## src/rtl/conv_ctrl_pkg.sv

```systemverilog
// Shared constants, register map and types of the converter control block
`default_nettype none
package conv_ctrl_pkg;
    // APB register byte offsets
    localparam logic [7:0] SEL_OFFS = 8'h00;
    localparam logic [7:0] CTRL_OFFS = 8'h04;
    localparam logic [7:0] RES_LO_OFFS = 8'h08;
    localparam logic [7:0] RES_HI_OFFS = 8'h0C;
    localparam logic [7:0] ACT_OFFS = 8'h10;
    // Control register field positions
    localparam int CTRL_ENABLE_BIT = 0;
    localparam int CTRL_START_BIT = 1;
    localparam int CTRL_AUTO_BIT = 2;
    localparam int CTRL_FREE_BIT = 3;
    localparam int CTRL_DONE_BIT = 4;
    localparam int CTRL_IE_BIT = 5;
    localparam int CTRL_FIRST_BIT = 6;
    // Selection and result register fields, reset values
    localparam int CHAN_W = 6;
    localparam int REF_W = 2;
    localparam int REF_LSB = 6;
    localparam int RES_W = 10;
    localparam logic [RES_W-1:0] FULL_SCALE = 10'h3FF;
    localparam logic [RES_W-1:0] RES_RESET = 10'h000;
    localparam logic [7:0] SEL_RESET = 8'h00;
    // Timing: converter clock divided from the 10 MHz system clock
    localparam int CLK_HZ = 10_000_000;
    localparam int CONV_CLK_HZ = 200_000;
    localparam int DIV_CYCLES = CLK_HZ / CONV_CLK_HZ;
    localparam int NORMAL_TICKS = 13;
    localparam int FIRST_TICKS = 25;

    typedef struct packed {
        logic [REF_W-1:0] ref_sel;
        logic [CHAN_W-1:0] chan_sel;
    } sel_s;

    typedef enum logic [1:0] {ST_IDLE, ST_CONV} conv_state_e;
endpackage
`default_nettype wire

```

## src/rtl/conv_ctrl.sv

```systemverilog
// Converter selection, sequencing, sleep start and result control
//
// Operation
// - Channel and reference writes land in a buffer, not the active copy.
// - When idle, buffer is copied to active selection every converter tick.
// - Active selection is frozen once a conversion starts.
// - Copying resumes in the last converter tick before done is set.
// - Start bit write begins conversion on next converter tick.
// - Free run channel change takes effect one result later.
// - Input above reference yields full-scale code.
// - Noise-reduction or idle sleep starts a conversion once core halts.
// - Sleep conversion completion raises interrupt to wake the core.
// - Interrupt request still posted if core woke earlier.
// - Core stays awake until a new sleep command.
// - Other sleep states leave the converter enabled.
// - Result registers hold the result once done flag is high.
// - Single-ended code is vin times 1024 over reference, unsigned.
// - Start bit reads one during conversion, cleared at single end.
// - Free-running mode restarts as soon as a conversion finishes.
//
// Chosen here: the placing of the registers and register access over APB.
`default_nettype none
module conv_ctrl import conv_ctrl_pkg::*; #(
    parameter int DIV = DIV_CYCLES
) (
    input wire logic clk_i,
    input wire logic resetn_i,
    input wire logic psel,
    input wire logic penable,
    input wire logic pwrite,
    input wire logic [7:0] paddr,
    input wire logic [31:0] pwdata,
    output logic [31:0] prdata,
    output logic pready,
    output logic pslverr,
    input wire logic sleep_adc_i,
    input wire logic core_halted_i,
    input wire logic [11:0] sample_i,
    output logic [CHAN_W-1:0] active_chan_o,
    output logic [REF_W-1:0] active_ref_o,
    output logic sample_hold_o,
    output logic conv_irq_o
);
    typedef struct packed {
        sel_s buf_sel;
        sel_s act_sel;
        logic enable;
        logic start;
        logic auto_trig;
        logic free_run;
        logic done;
        logic irq_en;
        logic first;
        logic [4:0] tick_cnt;
        conv_state_e state;
        logic pend_start;
        logic sleep_armed;
        logic [RES_W-1:0] result;
        logic [31:0] rdata;
        logic ready;
        logic err;
        logic irq;
        logic sh;
    } state_s;
    state_s q_r, q_nxt;

    logic tick;
    logic [RES_W-1:0] code;
    logic wr_acc;
    logic rd_acc;
    logic [4:0] conv_len;

    // ------------------------------------------------------------
    // Sub-blocks
    // ------------------------------------------------------------
    conv_tick_div #(.DIV(DIV)) u_div (
        .clk_i(clk_i),
        .resetn_i(resetn_i),
        .run_i(q_r.enable),
        .tick_o(tick)
    );

    conv_result_fmt u_fmt (
        .sample_i(sample_i),
        .code_o(code)
    );

    assign wr_acc = psel && penable && pwrite;
    assign rd_acc = psel && !penable && !pwrite;
    assign conv_len = q_r.first ? 5'(FIRST_TICKS) : 5'(NORMAL_TICKS);

    // ------------------------------------------------------------
    // Next-state logic
    // ------------------------------------------------------------
    always_comb begin
        q_nxt = q_r;
        q_nxt.ready = 1'b0;
        q_nxt.err = 1'b0;
        q_nxt.sh = 1'b0;

        // Access phase answered one cycle after setup, zero wait states
        if (psel && !penable) begin
            q_nxt.ready = 1'b1;
        end
        if (psel && penable && q_r.ready) begin
            q_nxt.ready = 1'b0;
        end

        // Sleep arming: only the halt after a sleep request starts one
        if (!sleep_adc_i) begin
            q_nxt.sleep_armed = 1'b1;
        end

        // Register writes
        if (wr_acc && q_r.ready) begin
            case (paddr)
                SEL_OFFS: begin
                    q_nxt.buf_sel = pwdata[7:0];
                end
                CTRL_OFFS: begin
                    q_nxt.enable = pwdata[CTRL_ENABLE_BIT];
                    q_nxt.auto_trig = pwdata[CTRL_AUTO_BIT];
                    q_nxt.free_run = pwdata[CTRL_FREE_BIT];
                    q_nxt.irq_en = pwdata[CTRL_IE_BIT];
                    if (pwdata[CTRL_START_BIT] && pwdata[CTRL_ENABLE_BIT]) begin
                        q_nxt.start = 1'b1;
                        q_nxt.pend_start = 1'b1;
                    end
                    // Write one to clear; hardware set below wins
                    if (pwdata[CTRL_DONE_BIT]) begin
                        q_nxt.done = 1'b0;
                    end
                    if (!pwdata[CTRL_ENABLE_BIT]) begin
                        q_nxt.first = 1'b1;
                        q_nxt.state = ST_IDLE;
                        q_nxt.start = 1'b0;
                        q_nxt.pend_start = 1'b0;
                    end
                end
                default: begin
                end
            endcase
        end else if (psel && penable && q_r.ready) begin
            case (paddr)
                SEL_OFFS, CTRL_OFFS, RES_LO_OFFS, RES_HI_OFFS, ACT_OFFS: begin
                end
                default: begin
                end
            endcase
        end

        // Noise-reduction or idle sleep start once the core halts
        if (sleep_adc_i && core_halted_i && q_r.sleep_armed && q_r.enable
                && q_r.state == ST_IDLE) begin
            q_nxt.sleep_armed = 1'b0;
            q_nxt.start = 1'b1;
            q_nxt.pend_start = 1'b1;
        end

        // Converter sequencing on converter clock ticks
        if (tick && q_r.enable) begin
            case (q_r.state)
                ST_IDLE: begin
                    q_nxt.act_sel = q_r.buf_sel;
                    if (q_r.pend_start) begin
                        q_nxt.pend_start = 1'b0;
                        q_nxt.state = ST_CONV;
                        // Start tick counts as zero: done lands conv_len + 1 ticks later
                        q_nxt.tick_cnt = 5'd0;
                    end
                end
                ST_CONV: begin
                    q_nxt.tick_cnt = q_r.tick_cnt + 5'd1;
                    if (q_r.tick_cnt == 5'd1) begin
                        q_nxt.sh = 1'b1;
                    end
                    if (q_r.tick_cnt == conv_len - 5'd1) begin
                        q_nxt.act_sel = q_r.buf_sel;
                    end
                    if (q_r.tick_cnt == conv_len) begin
                        q_nxt.result = code;
                        q_nxt.done = 1'b1;
                        q_nxt.first = 1'b0;
                        q_nxt.act_sel = q_r.buf_sel;
                        if (q_r.auto_trig && q_r.free_run) begin
                            // Next conversion uses the selection copied in
                            // this done tick, so a later change lags one result
                            q_nxt.tick_cnt = 5'd0;
                        end else begin
                            q_nxt.state = ST_IDLE;
                            q_nxt.start = 1'b0;
                        end
                    end
                end
                default: begin
                    q_nxt.state = ST_IDLE;
                end
            endcase
        end

        // A disable write wins over a start from any source
        if (!q_nxt.enable) begin
            q_nxt.state = ST_IDLE;
            q_nxt.start = 1'b0;
            q_nxt.pend_start = 1'b0;
            q_nxt.first = 1'b1;
        end

        // Interrupt is posted whether or not the core already woke
        q_nxt.irq = q_nxt.done && q_nxt.irq_en;

        // Read data captured in setup, stable through the access phase
        if (rd_acc) begin
            case (paddr)
                SEL_OFFS: q_nxt.rdata = {24'h000000, q_r.buf_sel};
                CTRL_OFFS: q_nxt.rdata = {25'h0000000, q_r.first,
                    q_r.irq_en, q_r.done, q_r.free_run, q_r.auto_trig,
                    q_r.start, q_r.enable};
                RES_LO_OFFS: q_nxt.rdata = {24'h000000, q_r.result[7:0]};
                RES_HI_OFFS: q_nxt.rdata = {30'h00000000, q_r.result[9:8]};
                ACT_OFFS: q_nxt.rdata = {24'h000000, q_r.act_sel};
                default: q_nxt.rdata = 32'h00000000;
            endcase
        end
        if (psel && !penable) begin
            q_nxt.err = !(paddr == SEL_OFFS || paddr == CTRL_OFFS
                || paddr == RES_LO_OFFS || paddr == RES_HI_OFFS
                || paddr == ACT_OFFS);
        end else if (psel && penable && !q_r.ready) begin
            q_nxt.err = q_r.err;
        end
    end

    // ------------------------------------------------------------
    // State register
    // ------------------------------------------------------------
    always_ff @(posedge clk_i or negedge resetn_i) begin
        if (!resetn_i) begin
            q_r <= '0;
            q_r.first <= 1'b1;
            q_r.sleep_armed <= 1'b1;
            q_r.state <= ST_IDLE;
        end else begin
            q_r <= q_nxt;
        end
    end

    // Entering other sleep states never touches the enable bit
    assign active_chan_o = q_r.act_sel.chan_sel;
    assign active_ref_o = q_r.act_sel.ref_sel;
    assign sample_hold_o = q_r.sh;
    assign conv_irq_o = q_r.irq;
    assign prdata = q_r.rdata;
    assign pready = q_r.ready;
    assign pslverr = q_r.err;

    // ------------------------------------------------------------
    // Assertions
    // ------------------------------------------------------------
    a_sel_frozen_conv: assert property (
        @(posedge clk_i) disable iff (!resetn_i)
        (q_r.state == ST_CONV && q_r.tick_cnt < conv_len - 5'd1)
        |=> $stable(q_r.act_sel))
        else $error("active selection moved mid conversion");

    a_idle_copy_sel: assert property (
        @(posedge clk_i) disable iff (!resetn_i)
        (tick && q_r.enable && q_r.state == ST_IDLE)
        |=> q_r.act_sel == $past(q_r.buf_sel))
        else $error("idle selection not copied");

    a_resume_copy: assert property (
        @(posedge clk_i) disable iff (!resetn_i)
        (tick && q_r.enable && q_r.state == ST_CONV
        && q_r.tick_cnt == conv_len - 5'd1)
        |=> q_r.act_sel == $past(q_r.buf_sel))
        else $error("selection copy did not resume before done");

    a_buf_write: assert property (
        @(posedge clk_i) disable iff (!resetn_i)
        (wr_acc && q_r.ready && paddr == SEL_OFFS)
        |=> q_r.buf_sel == $past(pwdata[7:0]))
        else $error("selection write missed the buffer");

    a_start_on_tick: assert property (
        @(posedge clk_i) disable iff (!resetn_i)
        (q_r.state == ST_IDLE && q_nxt.state == ST_CONV) |-> tick)
        else $error("conversion began off a converter tick");

    a_start_reads_one: assert property (
        @(posedge clk_i) disable iff (!resetn_i)
        q_r.state == ST_CONV |-> q_r.start)
        else $error("start bit low during conversion");

    a_done_sets_irq: assert property (
        @(posedge clk_i) disable iff (!resetn_i)
        (q_r.done && q_r.irq_en) |-> conv_irq_o)
        else $error("interrupt not raised on done");

    a_result_clamped: assert property (
        @(posedge clk_i) disable iff (!resetn_i)
        (tick && q_r.state == ST_CONV && q_r.tick_cnt == conv_len
        && sample_i > 12'h3FF) |=> q_r.result == FULL_SCALE)
        else $error("over-range sample not clamped");

    a_result_code: assert property (
        @(posedge clk_i) disable iff (!resetn_i)
        (tick && q_r.state == ST_CONV && q_r.tick_cnt == conv_len
        && sample_i <= 12'h3FF)
        |=> q_r.result == $past(sample_i[RES_W-1:0]))
        else $error("in-range sample not stored as is");

    a_single_clears: assert property (
        @(posedge clk_i) disable iff (!resetn_i)
        (tick && q_r.enable && q_r.state == ST_CONV
        && q_r.tick_cnt == conv_len && !(q_r.auto_trig && q_r.free_run))
        |=> !q_r.start && q_r.done)
        else $error("single conversion end wrong");

    a_free_restart: assert property (
        @(posedge clk_i) disable iff (!resetn_i)
        (tick && q_r.enable && q_r.state == ST_CONV
        && q_r.tick_cnt == conv_len && q_r.auto_trig && q_r.free_run
        && !(wr_acc && q_r.ready))
        |=> q_r.state == ST_CONV && q_r.tick_cnt == 5'd0 && q_r.done)
        else $error("free running did not restart");

    a_sleep_starts: assert property (
        @(posedge clk_i) disable iff (!resetn_i)
        (sleep_adc_i && core_halted_i && q_r.sleep_armed && q_nxt.enable
        && q_r.enable && q_r.state == ST_IDLE)
        |=> (q_r.pend_start || q_r.state == ST_CONV))
        else $error("sleep did not start a conversion");

    a_sleep_once: assert property (
        @(posedge clk_i) disable iff (!resetn_i)
        (!q_r.sleep_armed && sleep_adc_i) |=> !q_r.sleep_armed)
        else $error("sleep start rearmed during one sleep");

    a_enable_kept: assert property (
        @(posedge clk_i) disable iff (!resetn_i)
        (q_r.enable && !(wr_acc && q_r.ready && paddr == CTRL_OFFS))
        |=> q_r.enable)
        else $error("enable dropped without a control write");

    a_disable_aborts: assert property (
        @(posedge clk_i) disable iff (!resetn_i)
        (wr_acc && q_r.ready && paddr == CTRL_OFFS
        && !pwdata[CTRL_ENABLE_BIT])
        |=> q_r.state == ST_IDLE && !q_r.start && q_r.first)
        else $error("disable write did not stop the converter");

    a_pready_setup: assert property (
        @(posedge clk_i) disable iff (!resetn_i)
        (psel && !penable) |=> pready)
        else $error("access phase not answered at once");

    a_err_ready: assert property (
        @(posedge clk_i) disable iff (!resetn_i)
        pslverr |-> pready)
        else $error("error response without ready");
endmodule
`default_nettype wire

```

## src/rtl/conv_tick_div.sv

```systemverilog
// Divider that makes the one-cycle converter clock enable
`default_nettype none
module conv_tick_div import conv_ctrl_pkg::*; #(
    parameter int DIV = DIV_CYCLES
) (
    input wire logic clk_i,
    input wire logic resetn_i,
    input wire logic run_i,
    output logic tick_o
);
    typedef struct packed {
        logic [15:0] cnt;
        logic tick;
    } div_s;
    div_s q_r, q_nxt;

    always_comb begin
        q_nxt = q_r;
        q_nxt.tick = 1'b0;
        if (!run_i) begin
            // Held in reset while the converter is off
            q_nxt.cnt = 16'h0000;
        end else if (q_r.cnt == 16'(DIV - 1)) begin
            q_nxt.cnt = 16'h0000;
            q_nxt.tick = 1'b1;
        end else begin
            q_nxt.cnt = q_r.cnt + 16'h0001;
        end
    end

    always_ff @(posedge clk_i or negedge resetn_i) begin
        if (!resetn_i) begin
            q_r <= '0;
        end else begin
            q_r <= q_nxt;
        end
    end

    assign tick_o = q_r.tick;
endmodule
`default_nettype wire

```

## src/rtl/conv_result_fmt.sv

```systemverilog
// Single-ended result clamp to the ten-bit range, sample passed through unscaled
`default_nettype none
module conv_result_fmt import conv_ctrl_pkg::*; (
    input wire logic [11:0] sample_i,
    output logic [RES_W-1:0] code_o
);
    // Sample is vin*1024/vref, may exceed full scale when vin > vref
    always_comb begin
        if (sample_i > {2'b00, FULL_SCALE}) begin
            code_o = FULL_SCALE;
        end else begin
            code_o = sample_i[RES_W-1:0];
        end
    end
endmodule
`default_nettype wire

```

## config.mk

```make
export PLATFORM = sky130hd
export DESIGN_NAME = conv_ctrl
export DESIGN_NICKNAME = d
export VERILOG_FILES = /design/src/rtl/conv_ctrl_pkg.sv /design/src/rtl/conv_ctrl.sv /design/src/rtl/conv_tick_div.sv /design/src/rtl/conv_result_fmt.sv
export SDC_FILE = /design/constraint.sdc
export NUM_CORES = 1
export LEC_CHECK = 0
export BUFFER_PORTS_ARGS = -buffer_cell sky130_fd_sc_hd__buf_4
export CORE_AREA = 4 4 80 96
export CTS_BUF_LIST = sky130_fd_sc_hd__clkbuf_8
export CTS_CLUSTER_DIAMETER = 150
export DETAILED_ROUTE_END_ITERATION = 7
export DIE_AREA = 0 0 84 100
export PLACE_DENSITY = 0.92
export SLEW_MARGIN = 25
export SYNTH_ARGS = -nofsm -noshare
export SYNTH_HDL_FRONTEND = slang
export SYNTH_SLANG_ARGS = --single-unit
```

## constraint.sdc

```tcl
create_clock -name clk_i -period 5.68 [get_ports clk_i]
set_clock_uncertainty 0.15 [all_clocks]
set_input_delay 0.284 -clock clk_i [delete_from_list [all_inputs] [get_ports clk_i]]
set_output_delay 0.284 -clock clk_i [all_outputs]
set_load 0.005 [all_outputs]
```

==> results_dict.tcl <==
set metrics [dict create \
    antenna_left 0 \
    post-route-period-util_pct 42.8 \
    totalWireLength_mm 8.01 \
    hold_end "q_r[76]$_DFFE_PN0P_" \
    worstPathRequired_ns 5.76 \
    maxSlewHeadroom_pct 40.2 \
    clkSlewWorstSetupHoldPaths_ns 0.07 \
    die_area_sq_mm 0.00840 \
    postSynthCellCount 367 \
    irDropWorstVdd_mv 0.200 \
    yosysSeqAreaShare_pct 47.3 \
    cts_htree_levels 3 \
    ys_types 59 \
    ctsResizeCount 0 \
    slew_viol_final 0 \
    area_growth_pct 14.4 \
    ys.flop_type "dfrtp_1" \
    grt_overflow 0 \
    holdCritPathClass "input port to flip-flop" \
    fp.dieH_um 100 \
    finalHoldViolCount 0 \
    synth_edf_count 0 \
    postCtsSetupRepairBufs 0 \
    synth_warnings 0 \
    tightestPinTransition_ns 0.889 \
    port_buffers 54 \
    dp_hpwl_mm 5.64 \
    io_pins 103 \
    initialDrtViolationCount 208 \
    status "complete, no violations" \
    grt_usage_pct 20.1 \
    synth_area_per_cell_sq_um 10.3 \
    cts-root-buf "clkbuf_8" \
    cts_buffer_depth 2 \
    setup_viol 0 \
    drive_gt1_share_pct 25.1 \
    drt-wirelength-per-cell_um 16.1 \
    vias_per_cell 5.56 \
    via_count 2764 \
    syn_area_sq_mm 0.00376 \
    hp-start "pwdata[6]" \
    clock_sinks 71 \
    timing.rr.end "active_chan_o[5]$_DFFE_PN0P_" \
    initial_core_util_pct 55.6 \
    tns_ns 0 \
    p_leak_nw 2.00 \
    synth_seq_cells 71 \
    drv_cap 0 \
    die_w_um 84 \
    timing.fmax_mhz 412 \
    grt_setup_unrepaired "false" \
    hold_depth 2 \
    register_area_sq_mm 0.00178 \
    ctsHoldBuffers 3 \
    multiInputGateArea_sq_mm 0.00167 \
    drc 0 \
    arrival_ns 2.51 \
    core_sq_mm 0.00677 \
    drtPass1Iterations 5 \
    fill_cells 536 \
    total_power_mw 1.08 \
    grt_pass1_wl_mm 13.3 \
    reg2reg_slack_ns 3.37 \
    gp_congestion 0.889 \
    antenna_found_initial 0 \
    grt_pass1_vias 2745 \
    worstPathMaxFanout 8 \
    crit_type "input port to flip-flop" \
    reg2reg_from "q_r[52]$_DFFE_PN0P_" \
    cp-end-kind "flip-flop" \
    synthArstFlopShare_pct 100 \
    p_per_area_mw_per_mm2 251 \
    cts_tree "built" \
    startpoint_type "input port" \
    rr_worst_depth 4 \
    numCtsBuffers 9 \
    postLayoutCoreUtil_pct 63.6 \
    layout.nets 470 \
    grt_max_degree 72 \
    clock_latency_ns 0.34 \
    num_antenna_cells 0 \
    layout_min_cycle_time_ns 2.43 \
    rows 33 \
]
==> Yosys cell counts, types with 3 or more instances <==
library cell	instances	area, sq um
nand2_1	23	86.3
ha_1	5	62.6
clkbuf_1	9	33.8
nand3_1	8	40.0
dfrtp_1	69	1730
and2_1	4	25.0
xnor2_1	13	114
a21oi_1	13	65.1
nand3b_1	3	22.5
nand2b_1	6	37.5
mux2_2	11	124
nor2_1	43	161
nand4_1	5	31.3
buf_4	40	300
mux2i_1	10	100
nor3_1	4	20.0
mux2_4	8	120
a221o_1	5	50.1
nor4_1	9	56.3
o21ai_0	13	65.1
a211oi_1	3	22.5
a21o_1	3	22.5
inv_1	12	45.0
==> report_power, final <==
group / total [mW] / internal, mW / leakage [nW] / switching, mW
logic: 0.0547 / 0.0241 / 0.939 / 0.0306
registers: 0.508 / 0.507 / 0.931 / 0.00120
clock network: 0.519 / 0.334 / 0.129 / 0.186
total: 1.08 / 0.865 / 2.00 / 0.217
==> cell type report <==
| type | instances | share of cell area [%] |
|---|---|---|
| flip-flops and latches | 71 | 41.3 |
| multi-input cells | 254 | 38.8 |
| repair buffers | 58 | 10.3 |
| clock inverters | 6 | 3.11 |
| clock buffers | 9 | 2.88 |
| well taps | 87 | 2.53 |
| inverters | 12 | 1.05 |
==> layer usage <==
| metal | share of wire, % | up-vias | GRT usage [%] | wire length [um] |
|---|---|---|---|---|
| li1 | - | 1298 | - | - |
| met1 | 38 | 1353 | 23.0 | 3060 |
| met2 | 53 | 99 | 35.2 | 4280 |
| met3 | 6.3 | 14 | 6.24 | 504 |
| met4 | 2.1 | 0 | 7.92 | 168 |
| met5 | 0 | - | 0 | 0 |
==> stage by stage <==
stage | instance area [sq um] | hold slack (ns) | instances | setup WS [ns]
finish | 4310 | 0.0228 | 497 | 3.25
global route | 4310 | 0.00610 | 497 | 3.12
CTS | 4310 | 0.0127 | 497 | 3.27
detailed placement | 4020 | 0.299 | 479 | 3.09
global placement | 4020 | 0.284 | 479 | 3.13
floorplan | 3850 | -0.162 | 390 | 3.30
==> registers in the layout (all words and copies together), names as in the netlist <==
name / count
conv_irq_o: 1
u_div.tick_o: 1
pslverr: 1
prdata: 8
pready: 1
active_ref_o: 2
u_div.q_r: 16
q_r: 34
active_chan_o: 6
sample_hold_o: 1
==> worst max-delay path by stage <==
stage	startpoint	to	cells after the start
floorplan	paddr[0]	q_r[70]$_DFFE_PN0P_	6
global placement	paddr[0]	q_r[76]$_DFFE_PN0P_	5
detailed placement	paddr[0]	q_r[49]$_DFF_PN0_	5
CTS	penable	q_r[49]$_DFF_PN0_	6
global route	penable	q_r[49]$_DFF_PN0_	6
finish	penable	q_r[49]$_DFF_PN0_	6
==> logic make-up after synthesis <==
group | synth area share, %
compound gates | 10.7
xor+xnor | 3.49
fa+ha+maj | 1.66
buf+inv | 10.7
flops | 47.3
mux | 9.15
other cells | 0.0997
simple gates | 16.9
==> layout by cell type (no fill, tap or decap), types with 3 or more instances in the layout <==
cell	instances
dfrtp_1	69
buf_4	55
nor2_1	43
conb_1	24
nand2_1	23
xnor2_1	13
a21oi_1	13
o21ai_0	13
inv_1	12
mux2_2	11
mux2i_1	10
nor4_1	9
clkbuf_8	9
nand3_1	8
mux2_4	8
nand2b_1	6
nand4_1	5
a221o_1	5
ha_1	5
nor3_1	4
and2_1	4
bufinv_16	4
nand3b_1	3
a21o_1	3
dlygate4sd3_1	3
==> critical path, stage by stage <==
cell           delay [ns]
dlygate4sd3_1        0.52
buf_4                0.12
nand4bb_1            0.15
nor4_2               0.77
mux2_2               0.47
and3_1               0.18
Power figures use the tool's default switching activity.
